### src/pkg/nvirq_pkg.sv
// Shared constants, register map and helper function of the vectored interrupt controller
package nvirq_pkg;

	// ----------------------------------------------------------------
	// Sizes
	// ----------------------------------------------------------------
	localparam int NUM_SRC = 32; // Peripheral request lines
	localparam int ID_W = 5; // Width of a source number
	localparam int PRIO_W = 8; // Stored priority byte
	localparam int PRIO_HW = 3; // Upper bits that take part in arbitration
	localparam int GRP_W = 3; // Grouping field width
	localparam int RUN_W = 4; // Running level, one above the largest priority
	localparam int DEPTH_W = 6; // Nesting depth counter
	localparam int ADDR_W = 7; // Byte address width of the slave

	// ----------------------------------------------------------------
	// Register byte offsets
	// ----------------------------------------------------------------
	localparam logic [ADDR_W-1:0] OFS_EN_SET = 7'h00;
	localparam logic [ADDR_W-1:0] OFS_EN_CLR = 7'h04;
	localparam logic [ADDR_W-1:0] OFS_PEND_SET = 7'h08;
	localparam logic [ADDR_W-1:0] OFS_PEND_CLR = 7'h0C;
	localparam logic [ADDR_W-1:0] OFS_ACTIVE = 7'h10;
	localparam logic [ADDR_W-1:0] OFS_GATE = 7'h14;
	localparam logic [ADDR_W-1:0] OFS_GATE_PREV = 7'h18;
	localparam logic [ADDR_W-1:0] OFS_GROUP = 7'h1C;
	localparam logic [ADDR_W-1:0] OFS_MASK = 7'h20;
	localparam logic [ADDR_W-1:0] OFS_STATUS = 7'h24;
	localparam logic [ADDR_W-1:0] OFS_PRIO_BASE = 7'h40;
	localparam logic [ADDR_W-1:0] OFS_PRIO_LAST = 7'h5C;

	// ----------------------------------------------------------------
	// Field positions
	// ----------------------------------------------------------------
	localparam int GATE_OPEN_BIT = 0; // Gate register, 1 = open
	localparam int STAT_REQ_BIT = 0; // Status: request to the core
	localparam int STAT_THREAD_BIT = 1; // Status: thread return allowed
	localparam int STAT_ID_LSB = 8; // Status: current winner number
	localparam int STAT_RUN_LSB = 16; // Status: running preempt level
	localparam int STAT_DEPTH_LSB = 24; // Status: nesting depth

	// ----------------------------------------------------------------
	// Reset values
	// ----------------------------------------------------------------
	localparam logic [NUM_SRC-1:0] RST_EN = 32'h0000_0000;
	localparam logic RST_GATE = 1'b1;
	localparam logic [GRP_W-1:0] RST_GROUP = 3'h7;
	localparam logic [PRIO_W-1:0] RST_MASK = 8'h00;
	localparam logic [PRIO_W-1:0] RST_PRIO = 8'h00;
	localparam logic [RUN_W-1:0] THREAD_LEVEL = 4'h8; // No handler running

	// Bus slave states
	typedef enum logic {
		BUS_IDLE,
		BUS_ANSWER
	} nvirq_bus_state_t;

	// Preemptable part of a 3-bit priority; settings of 3 and up keep all bits
	function automatic logic [PRIO_HW-1:0] nvirq_group(input logic [PRIO_HW-1:0] p,
		input logic [GRP_W-1:0] g);
		logic [1:0] n;
		n = (g >= 3'h3) ? 2'h3 : g[1:0];
		return p & ~(3'h7 >> n);
	endfunction : nvirq_group

endpackage : nvirq_pkg

### src/rtl/nvirq_arb.sv
// Priority arbiter: best eligible source, lowest number wins a tie
`timescale 1ns/1ps
module nvirq_arb #(
	parameter int N = 32,
	parameter int W = 3,
	parameter int IDW = 5
) (
	input wire logic [N-1:0] elig,
	input wire logic [N*W-1:0] prio,
	output logic found,
	output logic [IDW-1:0] win_id,
	output logic [W-1:0] win_prio
);

	// ----------------------------------------------------------------
	// Linear scan
	// ----------------------------------------------------------------
	// A strict compare in ascending order keeps the lower number on a tie;
	// a tree would be faster but the scan is easier to reason about
	always_comb begin
		found = 1'b0;
		win_id = '0;
		win_prio = '1;
		for (int i = 0; i < N; i++) begin
			// Take a source only if it beats the best so far
			if (elig[i] && (!found || prio[i*W +: W] < win_prio)) begin
				found = 1'b1;
				win_id = IDW'(i);
				win_prio = prio[i*W +: W];
			end
		end
	end

endmodule : nvirq_arb

### src/rtl/nvirq_ctrl.sv
// Vectored, nesting interrupt controller with an Avalon-MM register slave
//
// Our own choices: the Avalon-MM slave port and the address map.
`timescale 1ns/1ps
module nvirq_ctrl #(
	parameter logic [31:0] VECTOR_BASE = 32'h0000_0040 // Handler table base
) (
	input wire logic clk,
	input wire logic rst,
	input wire logic [nvirq_pkg::ADDR_W-1:0] avs_address,
	input wire logic avs_read,
	input wire logic avs_write,
	input wire logic [31:0] avs_writedata,
	input wire logic [3:0] avs_byteenable,
	output logic [31:0] avs_readdata,
	output logic avs_waitrequest,
	input wire logic [nvirq_pkg::NUM_SRC-1:0] irq_src,
	output logic irq_req,
	output logic [nvirq_pkg::ID_W-1:0] irq_id,
	output logic [31:0] irq_vector,
	input wire logic irq_ack,
	input wire logic irq_done,
	input wire logic [nvirq_pkg::ID_W-1:0] irq_done_id,
	output logic thread_ok
);
	localparam int N = nvirq_pkg::NUM_SRC;
	localparam int PW = nvirq_pkg::PRIO_W;
	localparam int HW = nvirq_pkg::PRIO_HW;
	// ----------------------------------------------------------------
	// Helpers
	// ----------------------------------------------------------------
	// Byte enables widened to a bit mask
	function automatic logic [31:0] be_mask(input logic [3:0] be);
		logic [31:0] m;
		m = '0;
		for (int b = 0; b < 4; b++) begin
			m[b*8 +: 8] = {8{be[b]}};
		end
		return m;
	endfunction : be_mask
	// One-hot vector for a source number
	function automatic logic [N-1:0] onehot(input logic [nvirq_pkg::ID_W-1:0] id);
		logic [N-1:0] v;
		v = '0;
		v[id] = 1'b1;
		return v;
	endfunction : onehot
	// ----------------------------------------------------------------
	// State
	// ----------------------------------------------------------------
	nvirq_pkg::nvirq_bus_state_t bus_q, bus_d; // Slave handshake
	logic [31:0] rdata_q, rdata_d; // Read data, caught on the first edge
	logic [N-1:0] en_q, en_d; // Per-source enables
	logic gate_q, gate_d; // Global gate to the core
	logic gate_prev_q, gate_prev_d; // 1 = gate was closed before last write
	logic [nvirq_pkg::GRP_W-1:0] grp_q, grp_d; // Preemptable bit count
	logic [PW-1:0] mask_q, mask_d; // Priority mask threshold
	logic [PW-1:0] prio_q [N], prio_d [N]; // Priority bytes
	logic [N-1:0] pend_q, pend_d; // Pending flags
	logic [N-1:0] act_q, act_d; // Active handlers
	logic req_q, req_d; // Request to the core
	logic [nvirq_pkg::ID_W-1:0] id_q, id_d; // Dispatched source
	logic [31:0] vec_q, vec_d; // Dispatched handler address
	// ----------------------------------------------------------------
	// Decode and arbitration nets
	// ----------------------------------------------------------------
	logic commit_wr; // Write takes effect this edge
	logic [31:0] wmask; // Byte lanes of the write
	logic [31:0] wbits; // Write data under the lanes
	logic [N*HW-1:0] prio_hw; // Arbitrated bits, flattened
	logic [N-1:0] elig; // Dispatch candidates
	logic found; // Some candidate exists
	logic [nvirq_pkg::ID_W-1:0] win_id; // Best candidate
	logic [HW-1:0] win_prio; // Its arbitrated priority
	logic [nvirq_pkg::RUN_W-1:0] run_lvl; // Preempt level now running
	logic [nvirq_pkg::DEPTH_W-1:0] depth; // Number of active handlers
	logic accept; // Core takes the dispatched vector
	logic [31:0] status; // Status word
	assign commit_wr = avs_write && (bus_q == nvirq_pkg::BUS_ANSWER);
	assign wmask = be_mask(avs_byteenable);
	assign wbits = avs_writedata & wmask;
	assign accept = irq_ack && req_q;
	// ----------------------------------------------------------------
	// Avalon-MM slave handshake
	// ----------------------------------------------------------------
	// Fixed one wait state: every access answers at its second edge
	always_comb begin
		bus_d = nvirq_pkg::BUS_IDLE;
		case (bus_q)
			nvirq_pkg::BUS_IDLE: begin
				// New request, answer next cycle
				if (avs_read || avs_write) begin
					bus_d = nvirq_pkg::BUS_ANSWER;
				end
			end
			nvirq_pkg::BUS_ANSWER: bus_d = nvirq_pkg::BUS_IDLE;
			default: bus_d = nvirq_pkg::BUS_IDLE;
		endcase
	end
	assign avs_waitrequest = (avs_read || avs_write) && (bus_q != nvirq_pkg::BUS_ANSWER);
	// Read mux, captured while waitrequest is still high
	always_comb begin
		rdata_d = rdata_q;
		if (avs_read && bus_q == nvirq_pkg::BUS_IDLE) begin
			rdata_d = 32'h0000_0000; // Unmapped reads as zero
			case (avs_address)
				nvirq_pkg::OFS_EN_SET, nvirq_pkg::OFS_EN_CLR: rdata_d = en_q;
				nvirq_pkg::OFS_PEND_SET, nvirq_pkg::OFS_PEND_CLR: rdata_d = pend_q;
				nvirq_pkg::OFS_ACTIVE: rdata_d = act_q;
				nvirq_pkg::OFS_GATE: rdata_d[nvirq_pkg::GATE_OPEN_BIT] = gate_q;
				nvirq_pkg::OFS_GATE_PREV: rdata_d[0] = gate_prev_q;
				nvirq_pkg::OFS_GROUP: rdata_d[nvirq_pkg::GRP_W-1:0] = grp_q;
				nvirq_pkg::OFS_MASK: rdata_d[PW-1:0] = mask_q;
				nvirq_pkg::OFS_STATUS: rdata_d = status;
				default: begin
					// Priority window, four bytes to a word
					if (avs_address >= nvirq_pkg::OFS_PRIO_BASE &&
						avs_address <= nvirq_pkg::OFS_PRIO_LAST && avs_address[1:0] == 2'h0) begin
						for (int b = 0; b < 4; b++) begin
							rdata_d[b*8 +: 8] = prio_q[{avs_address[4:2], 2'(b)}];
						end
					end
				end
			endcase
		end
	end
	always_ff @(posedge clk or posedge rst) begin
		if (rst) begin
			bus_q <= nvirq_pkg::BUS_IDLE;
			rdata_q <= 32'h0000_0000;
		end else begin
			bus_q <= bus_d;
			rdata_q <= rdata_d;
		end
	end
	assign avs_readdata = rdata_q;
	// ----------------------------------------------------------------
	// Configuration registers
	// ----------------------------------------------------------------
	// Writes land only at the edge where waitrequest is low
	always_comb begin
		en_d = en_q;
		gate_d = gate_q;
		gate_prev_d = gate_prev_q;
		grp_d = grp_q;
		mask_d = mask_q;
		for (int i = 0; i < N; i++) begin
			prio_d[i] = prio_q[i];
		end
		if (commit_wr) begin
			case (avs_address)
				// Enables sit only here; peripheral enables are never touched
				nvirq_pkg::OFS_EN_SET: en_d = en_q | wbits;
				nvirq_pkg::OFS_EN_CLR: en_d = en_q & ~wbits;
				nvirq_pkg::OFS_GATE: begin
					// Gate change keeps the enables; old state kept for software
					if (avs_byteenable[0]) begin
						gate_d = avs_writedata[nvirq_pkg::GATE_OPEN_BIT];
						gate_prev_d = ~gate_q;
					end
				end
				nvirq_pkg::OFS_GROUP: begin
					if (avs_byteenable[0]) begin
						grp_d = avs_writedata[nvirq_pkg::GRP_W-1:0];
					end
				end
				nvirq_pkg::OFS_MASK: begin
					if (avs_byteenable[0]) begin
						mask_d = avs_writedata[PW-1:0];
					end
				end
				default: begin
					// Priority bytes, all eight bits stored
					if (avs_address >= nvirq_pkg::OFS_PRIO_BASE &&
						avs_address <= nvirq_pkg::OFS_PRIO_LAST && avs_address[1:0] == 2'h0) begin
						for (int b = 0; b < 4; b++) begin
							if (avs_byteenable[b]) begin
								prio_d[{avs_address[4:2], 2'(b)}] = avs_writedata[b*8 +: 8];
							end
						end
					end
				end
			endcase
		end
	end
	always_ff @(posedge clk or posedge rst) begin
		if (rst) begin
			en_q <= nvirq_pkg::RST_EN;
			gate_q <= nvirq_pkg::RST_GATE;
			gate_prev_q <= ~nvirq_pkg::RST_GATE;
			grp_q <= nvirq_pkg::RST_GROUP;
			mask_q <= nvirq_pkg::RST_MASK;
			for (int i = 0; i < N; i++) begin
				prio_q[i] <= nvirq_pkg::RST_PRIO;
			end
		end else begin
			en_q <= en_d;
			gate_q <= gate_d;
			gate_prev_q <= gate_prev_d;
			grp_q <= grp_d;
			mask_q <= mask_d;
			for (int i = 0; i < N; i++) begin
				prio_q[i] <= prio_d[i];
			end
		end
	end

	// ----------------------------------------------------------------
	// Eligibility and running level
	// ----------------------------------------------------------------
	// Only the top three bits of each byte feed the compare
	for (genvar g = 0; g < N; g++) begin : g_src
		assign prio_hw[g*HW +: HW] = prio_q[g][PW-1 -: HW];
		// Masked by enable, by being active, and by the threshold
		assign elig[g] = pend_q[g] && en_q[g] && !act_q[g] &&
			(mask_q[PW-1 -: HW] == 3'h0 || prio_hw[g*HW +: HW] < mask_q[PW-1 -: HW]);
	end

	// Running level: most urgent preempt group among active handlers
	always_comb begin
		run_lvl = nvirq_pkg::THREAD_LEVEL;
		depth = '0;
		for (int i = 0; i < N; i++) begin
			if (act_q[i]) begin
				depth = depth + 6'h01;
				if ({1'b0, nvirq_pkg::nvirq_group(prio_hw[i*HW +: HW], grp_q)} < run_lvl) begin
					run_lvl = {1'b0, nvirq_pkg::nvirq_group(prio_hw[i*HW +: HW], grp_q)};
				end
			end
		end
	end

	// Full three-bit value ranks candidates; subpriority orders the tail chain
	nvirq_arb #(
		.N(N),
		.W(HW),
		.IDW(nvirq_pkg::ID_W)
	) u_arb (
		.elig(elig),
		.prio(prio_hw),
		.found(found),
		.win_id(win_id),
		.win_prio(win_prio)
	);

	// ----------------------------------------------------------------
	// Pending and active tracking
	// ----------------------------------------------------------------
	// A live source beats a software unpend in the same cycle; an accepted
	// source is not re-pended by its live line because it is active from then on
	always_comb begin
		logic [N-1:0] hw_set;
		logic [N-1:0] sw_set;
		logic [N-1:0] sw_clr;
		logic [N-1:0] acc_vec;
		logic [N-1:0] done_vec;
		hw_set = irq_src & en_q & ~act_q;
		sw_set = '0;
		sw_clr = '0;
		if (commit_wr && avs_address == nvirq_pkg::OFS_PEND_SET) begin
			sw_set = wbits;
		end
		if (commit_wr && avs_address == nvirq_pkg::OFS_PEND_CLR) begin
			sw_clr = wbits;
		end
		acc_vec = accept ? onehot(id_q) : '0;
		done_vec = irq_done ? onehot(irq_done_id) : '0;
		pend_d = (pend_q & ~sw_clr & ~acc_vec) | sw_set | (hw_set & ~acc_vec);
		act_d = (act_q & ~done_vec) | acc_vec;
	end
	always_ff @(posedge clk or posedge rst) begin
		if (rst) begin
			pend_q <= '0;
			act_q <= '0;
		end else begin
			pend_q <= pend_d;
			act_q <= act_d;
		end
	end

	// ----------------------------------------------------------------
	// Dispatch to the core
	// ----------------------------------------------------------------
	// Request drops the cycle after acceptance so a stale vector is never seen
	always_comb begin
		req_d = gate_q && found &&
			({1'b0, nvirq_pkg::nvirq_group(win_prio, grp_q)} < run_lvl) && !accept;
		id_d = win_id;
		vec_d = VECTOR_BASE + {25'h0, win_id, 2'h0};
	end
	always_ff @(posedge clk or posedge rst) begin
		if (rst) begin
			req_q <= 1'b0;
			id_q <= '0;
			vec_q <= 32'h0000_0000;
		end else begin
			req_q <= req_d;
			id_q <= id_d;
			vec_q <= vec_d;
		end
	end
	assign irq_req = req_q;
	assign irq_id = id_q;
	assign irq_vector = vec_q;
	// Thread return only once nothing is active and nothing waits
	assign thread_ok = !(|act_q) && !found;
	// ----------------------------------------------------------------
	// Status word
	// ----------------------------------------------------------------
	always_comb begin
		status = 32'h0000_0000;
		status[nvirq_pkg::STAT_REQ_BIT] = req_q;
		status[nvirq_pkg::STAT_THREAD_BIT] = thread_ok;
		status[nvirq_pkg::STAT_ID_LSB +: nvirq_pkg::ID_W] = id_q;
		status[nvirq_pkg::STAT_RUN_LSB +: nvirq_pkg::RUN_W] = run_lvl;
		status[nvirq_pkg::STAT_DEPTH_LSB +: nvirq_pkg::DEPTH_W] = depth;
	end
endmodule : nvirq_ctrl

### config.mk
export PLATFORM = sky130hd
export DESIGN_NAME = nvirq_ctrl
export DESIGN_NICKNAME = d
export VERILOG_FILES = /design/src/pkg/nvirq_pkg.sv /design/src/rtl/nvirq_arb.sv /design/src/rtl/nvirq_ctrl.sv
export SDC_FILE = /design/constraint.sdc
export NUM_CORES = 2
export LEC_CHECK = 0
export ABC_AREA = 1
export CAP_MARGIN = 20
export CORE_ASPECT_RATIO = 1.25
export CORE_UTILIZATION = 32
export CTS_CLUSTER_DIAMETER = 60
export DETAILED_ROUTE_END_ITERATION = 16
export DONT_BUFFER_PORTS = 1
export PLACE_DENSITY = 0.42
export SETUP_SLACK_MARGIN = 0.05
export SLEW_MARGIN = 20
export SYNTH_ARGS = -nofsm -noshare
export SYNTH_HDL_FRONTEND = slang
export SYNTH_SLANG_ARGS = --single-unit
### constraint.sdc
create_clock -name clk -period 56.1 [get_ports clk]
set_input_delay 2.805 -clock clk [delete_from_list [all_inputs] [get_ports clk]]
set_output_delay 2.805 -clock clk [all_outputs]
set_load 0.05 [all_outputs]
==> run summary <==
The total via count in the routed design came out at 32,000. The per-cell routed wire length is 23.4 µm, and the number of max-slew violations in the final report is 0. STA classifies the critical path endpoint as a flop. The critical path class is flop to flop. The path class of the tightest hold or removal check is flop to flop. Sorting the synthesized cells by how often they occur yields sky130_fd_sc_hd__nand2_1 (1,362), sky130_fd_sc_hd__inv_1 (589), sky130_fd_sc_hd__o21ai_0 (563). The routed design has 141,000 µm of wire. The count of final hold-check violations was 0. The area inside the core boundary was 0.0963 mm².

The run gives 4,958 as the final net count. Among all flip-flop cells after synthesis, the most frequent one is sky130_fd_sc_hd__dfrtp_1. Most prevalent standard cell on the critical path: sky130_fd_sc_hd__nand2_1.

The tools report the startpoint kind of the worst setup timing path as a flop. After technology mapping, the gate count stands at 4,748. The run gives 0 as the overall overflow remaining after global route. The number of maximum-capacitance violations was 0; the clock period minus worst slack was 34.62 ns.

Post-detailed-placement cell area: 0.0325 mm². The estimated wirelength of the detail-placed design is 108,000 µm, and the count of flip-flops with a built-in enable after synthesis is 0. For this design the static power due to leakage is 0.0170 µW. At the worst endpoint, the arrival time is 35.13 ns.

The initial cell density of the core is 32.4%, and the share of layout cells above drive strength 1 is 5.77%. The run finished with clean final reports. For the pin with the worst max-slew slack, the measured transition is 1.29 ns. Clock tree synthesis selected as its root buffer the cell sky130_fd_sc_hd__clkbuf_16. With fillers left out, the area of the finished cells amounts to 0.0343 mm².

TritonCTS built the clock tree. The number of DRC markers in iteration 0 was 2,739; the clock-pin slew of the registers on the worst-case setup and hold paths was 0.06 ns. The layout has 10,600 filler cells. The floorplan row count is 127. On the worst path, the slowest cell contributes a delay of 0.74 ns. The routability-driven placement congestion ratio was 0.958; the share of the yosys chip area belonging to registers was 32.5%. The run gives 8 as the detailed-routing iteration count for the pre-antenna-repair pass. The post-route antenna net violation count is 0, and the width of the die is 281 µm. For this run, asynchronously set or reset flops after synthesis account for 100%. After layout, the worst path uses 61.7% of the clock period. The worst pin sits at a relative slew slack of 14.2%. Critical-path cell with the highest stage delay: sky130_fd_sc_hd__inv_2. Counting along the longest clock path gives a buffer depth of 3. For the buffer count from post-CTS setup fixing, the log shows 0. After synthesis, the netlist uses 57 different library cells.

The count of buffers added on input and output ports is 0. The largest area contributor in the synthesized netlist is sky130_fd_sc_hd__dfrtp_1. The area share of the largest cell type after synthesis came out at 32.1%. Counting the buffers created by CTS gives 54.

For the total routing resource utilization after global routing, the log shows 28.5%. The tools report the post-layout total power as 955 µW. For this run, design rule violations remaining after detail routing come to 0. The clock arrives with 0.0133 ns of skew.

Entering global routing, the biggest net connects 114 pins. Compared with the post-synthesis result, the final layout area differs by 9.78%. The synthesized design contains 405 register bits.

The run gives 208,000 µm as the global-route wire length before repair. In the post-synthesis netlist, the cell with the most instances is sky130_fd_sc_hd__nand2_1. The number of global-route vias before repair came out at 30,600. STA puts the critical path data required time at 56.61 ns. The maximum level of the CTS H-tree was 2; the number of clock sinks was 405.

Sorting the synthesized cells by area gives the leading types as sky130_fd_sc_hd__dfrtp_1 (32%), sky130_fd_sc_hd__nand2_1 (16%), sky130_fd_sc_hd__o21ai_0 (9.0%), sky130_fd_sc_hd__inv_1 (7.1%), sky130_fd_sc_hd__ha_1 (6.8%). The logs give 35.6% for the share of the core filled with cells and 28.9 MHz for the highest clock rate. The multi-input combinational cells in the finished layout cover a total of 0.0178 mm².

For the worst IR drop on VDD, the log shows 25.2 µV. In this run the power density over the cells is 27.9 mW/mm². Post-CTS repair changed the size of 0 cells. The die covers 0.0988 mm². The logs give 0 for the setup-violating endpoint count in the final report and 158 for the number of I/O pins. In this run the mean area of a mapped cell was 6.58 µm².

The y dimension of the die was 351 µm. The post-detailed-route via-to-cell ratio was 5.30. The number of antenna violations at the first check in global routing is 4. The number of buffers added to fix hold violations after cts is 0.

The sequential cells in the finished layout cover a total of 0.0101 mm². The clock insertion delay at the later pin of the skew report is 0.63 ns, and the mapped cell area is 0.0312 mm². Setup total negative slack on the finished layout was measured at 0 ns. Setup repair after global routing left no endpoint under its margin. The Yosys step of the flow raised 0 warnings. The largest fanout on the critical path was 34.
-- layout make-up --
| type | count | share of cell area (%) |
|---|---|---|
| inverters | 669 | 7.39 |
| diodes | 3 | 0.0219 |
| flip-flops and latches | 405 | 29.6 |
| repair buffers | 51 | 1.12 |
| clock buffers | 78 | 4.53 |
| well taps | 1290 | 4.71 |
| multi-input cells | 3521 | 52.0 |
| clock inverters | 21 | 0.642 |
-- through the flow --
| stage | cells | hold WS, ns | worst slack [ns] |
|---|---|---|---|
| 6_report | 6038 | 0.485 | 21.48 |
| 3_5_place_dp | 5936 | 0.473 | 21.63 |
| 2_1_floorplan | 4773 | 0.453 | 27.47 |
| 4_1_cts | 6035 | 0.488 | 21.54 |
| 3_3_place_gp | 5936 | 0.467 | 21.29 |
| 5_1_grt | 6035 | 0.500 | 17.90 |
-- per-layer routing --
metal / up-vias / part of all wire [%] / global-route usage, %
met4: 8 / 2.8 / 7.62
li1: 15500 / - / -
met1: 15400 / 45 / 37.8
met3: 189 / 6.4 / 5.32
met5: - / 0.043 / 0
met2: 882 / 46 / 47.1
-- logic make-up after synthesis --
family / count (synthesis) / share of synthesized area [%]
adder cells (fa/ha/maj): 170 / 6.81
buffers and inverters: 847 / 10.9
XOR/XNOR: 53 / 1.49
other: 1 / 0.0120
flip-flops: 405 / 32.5
AO/OA/AOI/OAI: 952 / 16.9
AND/OR/NAND/NOR: 2320 / 31.4
-- registers in the layout (all words and copies together) (netlist names), named ones only --
| signal | cells |
|---|---|
| mask_q | 8 |
| gate_prev_q | 1 |
| avs_readdata | 32 |
| irq_id | 4 |
| prio_hw | 96 |
| act_q | 32 |
| prio_q | 160 |
| gate_q | 1 |
| irq_req | 1 |
| bus_q | 1 |
| grp_q | 3 |
| irq_vector | 2 |
| pend_q | 32 |
-- final timing paths --
path / from / endpoint / slack (ns) / cells past startpoint
setup reg to reg: mask_q[6]$_DFFE_PP0P_ / irq_req$_DFF_PP0_ / 21.48 / 253
hold reg to reg: prio_q[194]$_DFFE_PP0P_ / prio_q[194]$_DFFE_PP0P_ / 0.48 / 2
max in group asynchronous: rst / prio_q[209]$_DFFE_PP0P_ / 51.49 / 3
hold / removal: prio_q[194]$_DFFE_PP0P_ / prio_q[194]$_DFFE_PP0P_ / 0.48 / 2
setup / recovery: mask_q[6]$_DFFE_PP0P_ / irq_req$_DFF_PP0_ / 21.48 / 253
min in group asynchronous: rst / prio_q[32]$_DFFE_PP0P_ / 2.19 / 1
-- critical path: cells and delay by family, from the launching register on --
family	cells	cell delay, ns
AND/OR/NAND/NOR	154	12.54
AO/OA/AOI/OAI	35	9.67
adder cells (fa/ha/maj)	31	8.92
buffers and inverters	33	2.88
flip-flops	1	0.39
-- power by group --
| group | switching [µW] | total (µW) | internal [µW] |
|---|---|---|---|
| Clock | 151 | 351 | 200 |
| Sequential | 36.3 | 350 | 313 |
| Combinational | 181 | 255 | 74.6 |
| Total | 368 | 955 | 587 |
-- placed cells by master (no fill, tap or decap), drive strengths merged, types with 2 or more instances in the layout --
cell / instances
nand2: 1432
dfstp: 4
a21boi: 2
o2111ai: 3
diode: 3
o22ai: 165
a22oi: 2
ha: 170
nor3: 25
o221ai: 6
o31ai: 20
inv: 626
a41oi: 7
nor2: 372
clkinv: 61
o211ai: 6
a311oi: 2
o21ai: 576
a22o: 2
o21a: 4
conb: 26
a221oi: 17
nand3: 391
nor4: 17
a31oi: 52
buf: 51
dfrtp: 401
nand4: 62
xnor2: 35
clkbuf: 78
a211oi: 2
xor2: 18
or2: 18
bufinv: 2
a21oi: 83
(Power assumes the default switching activity.)
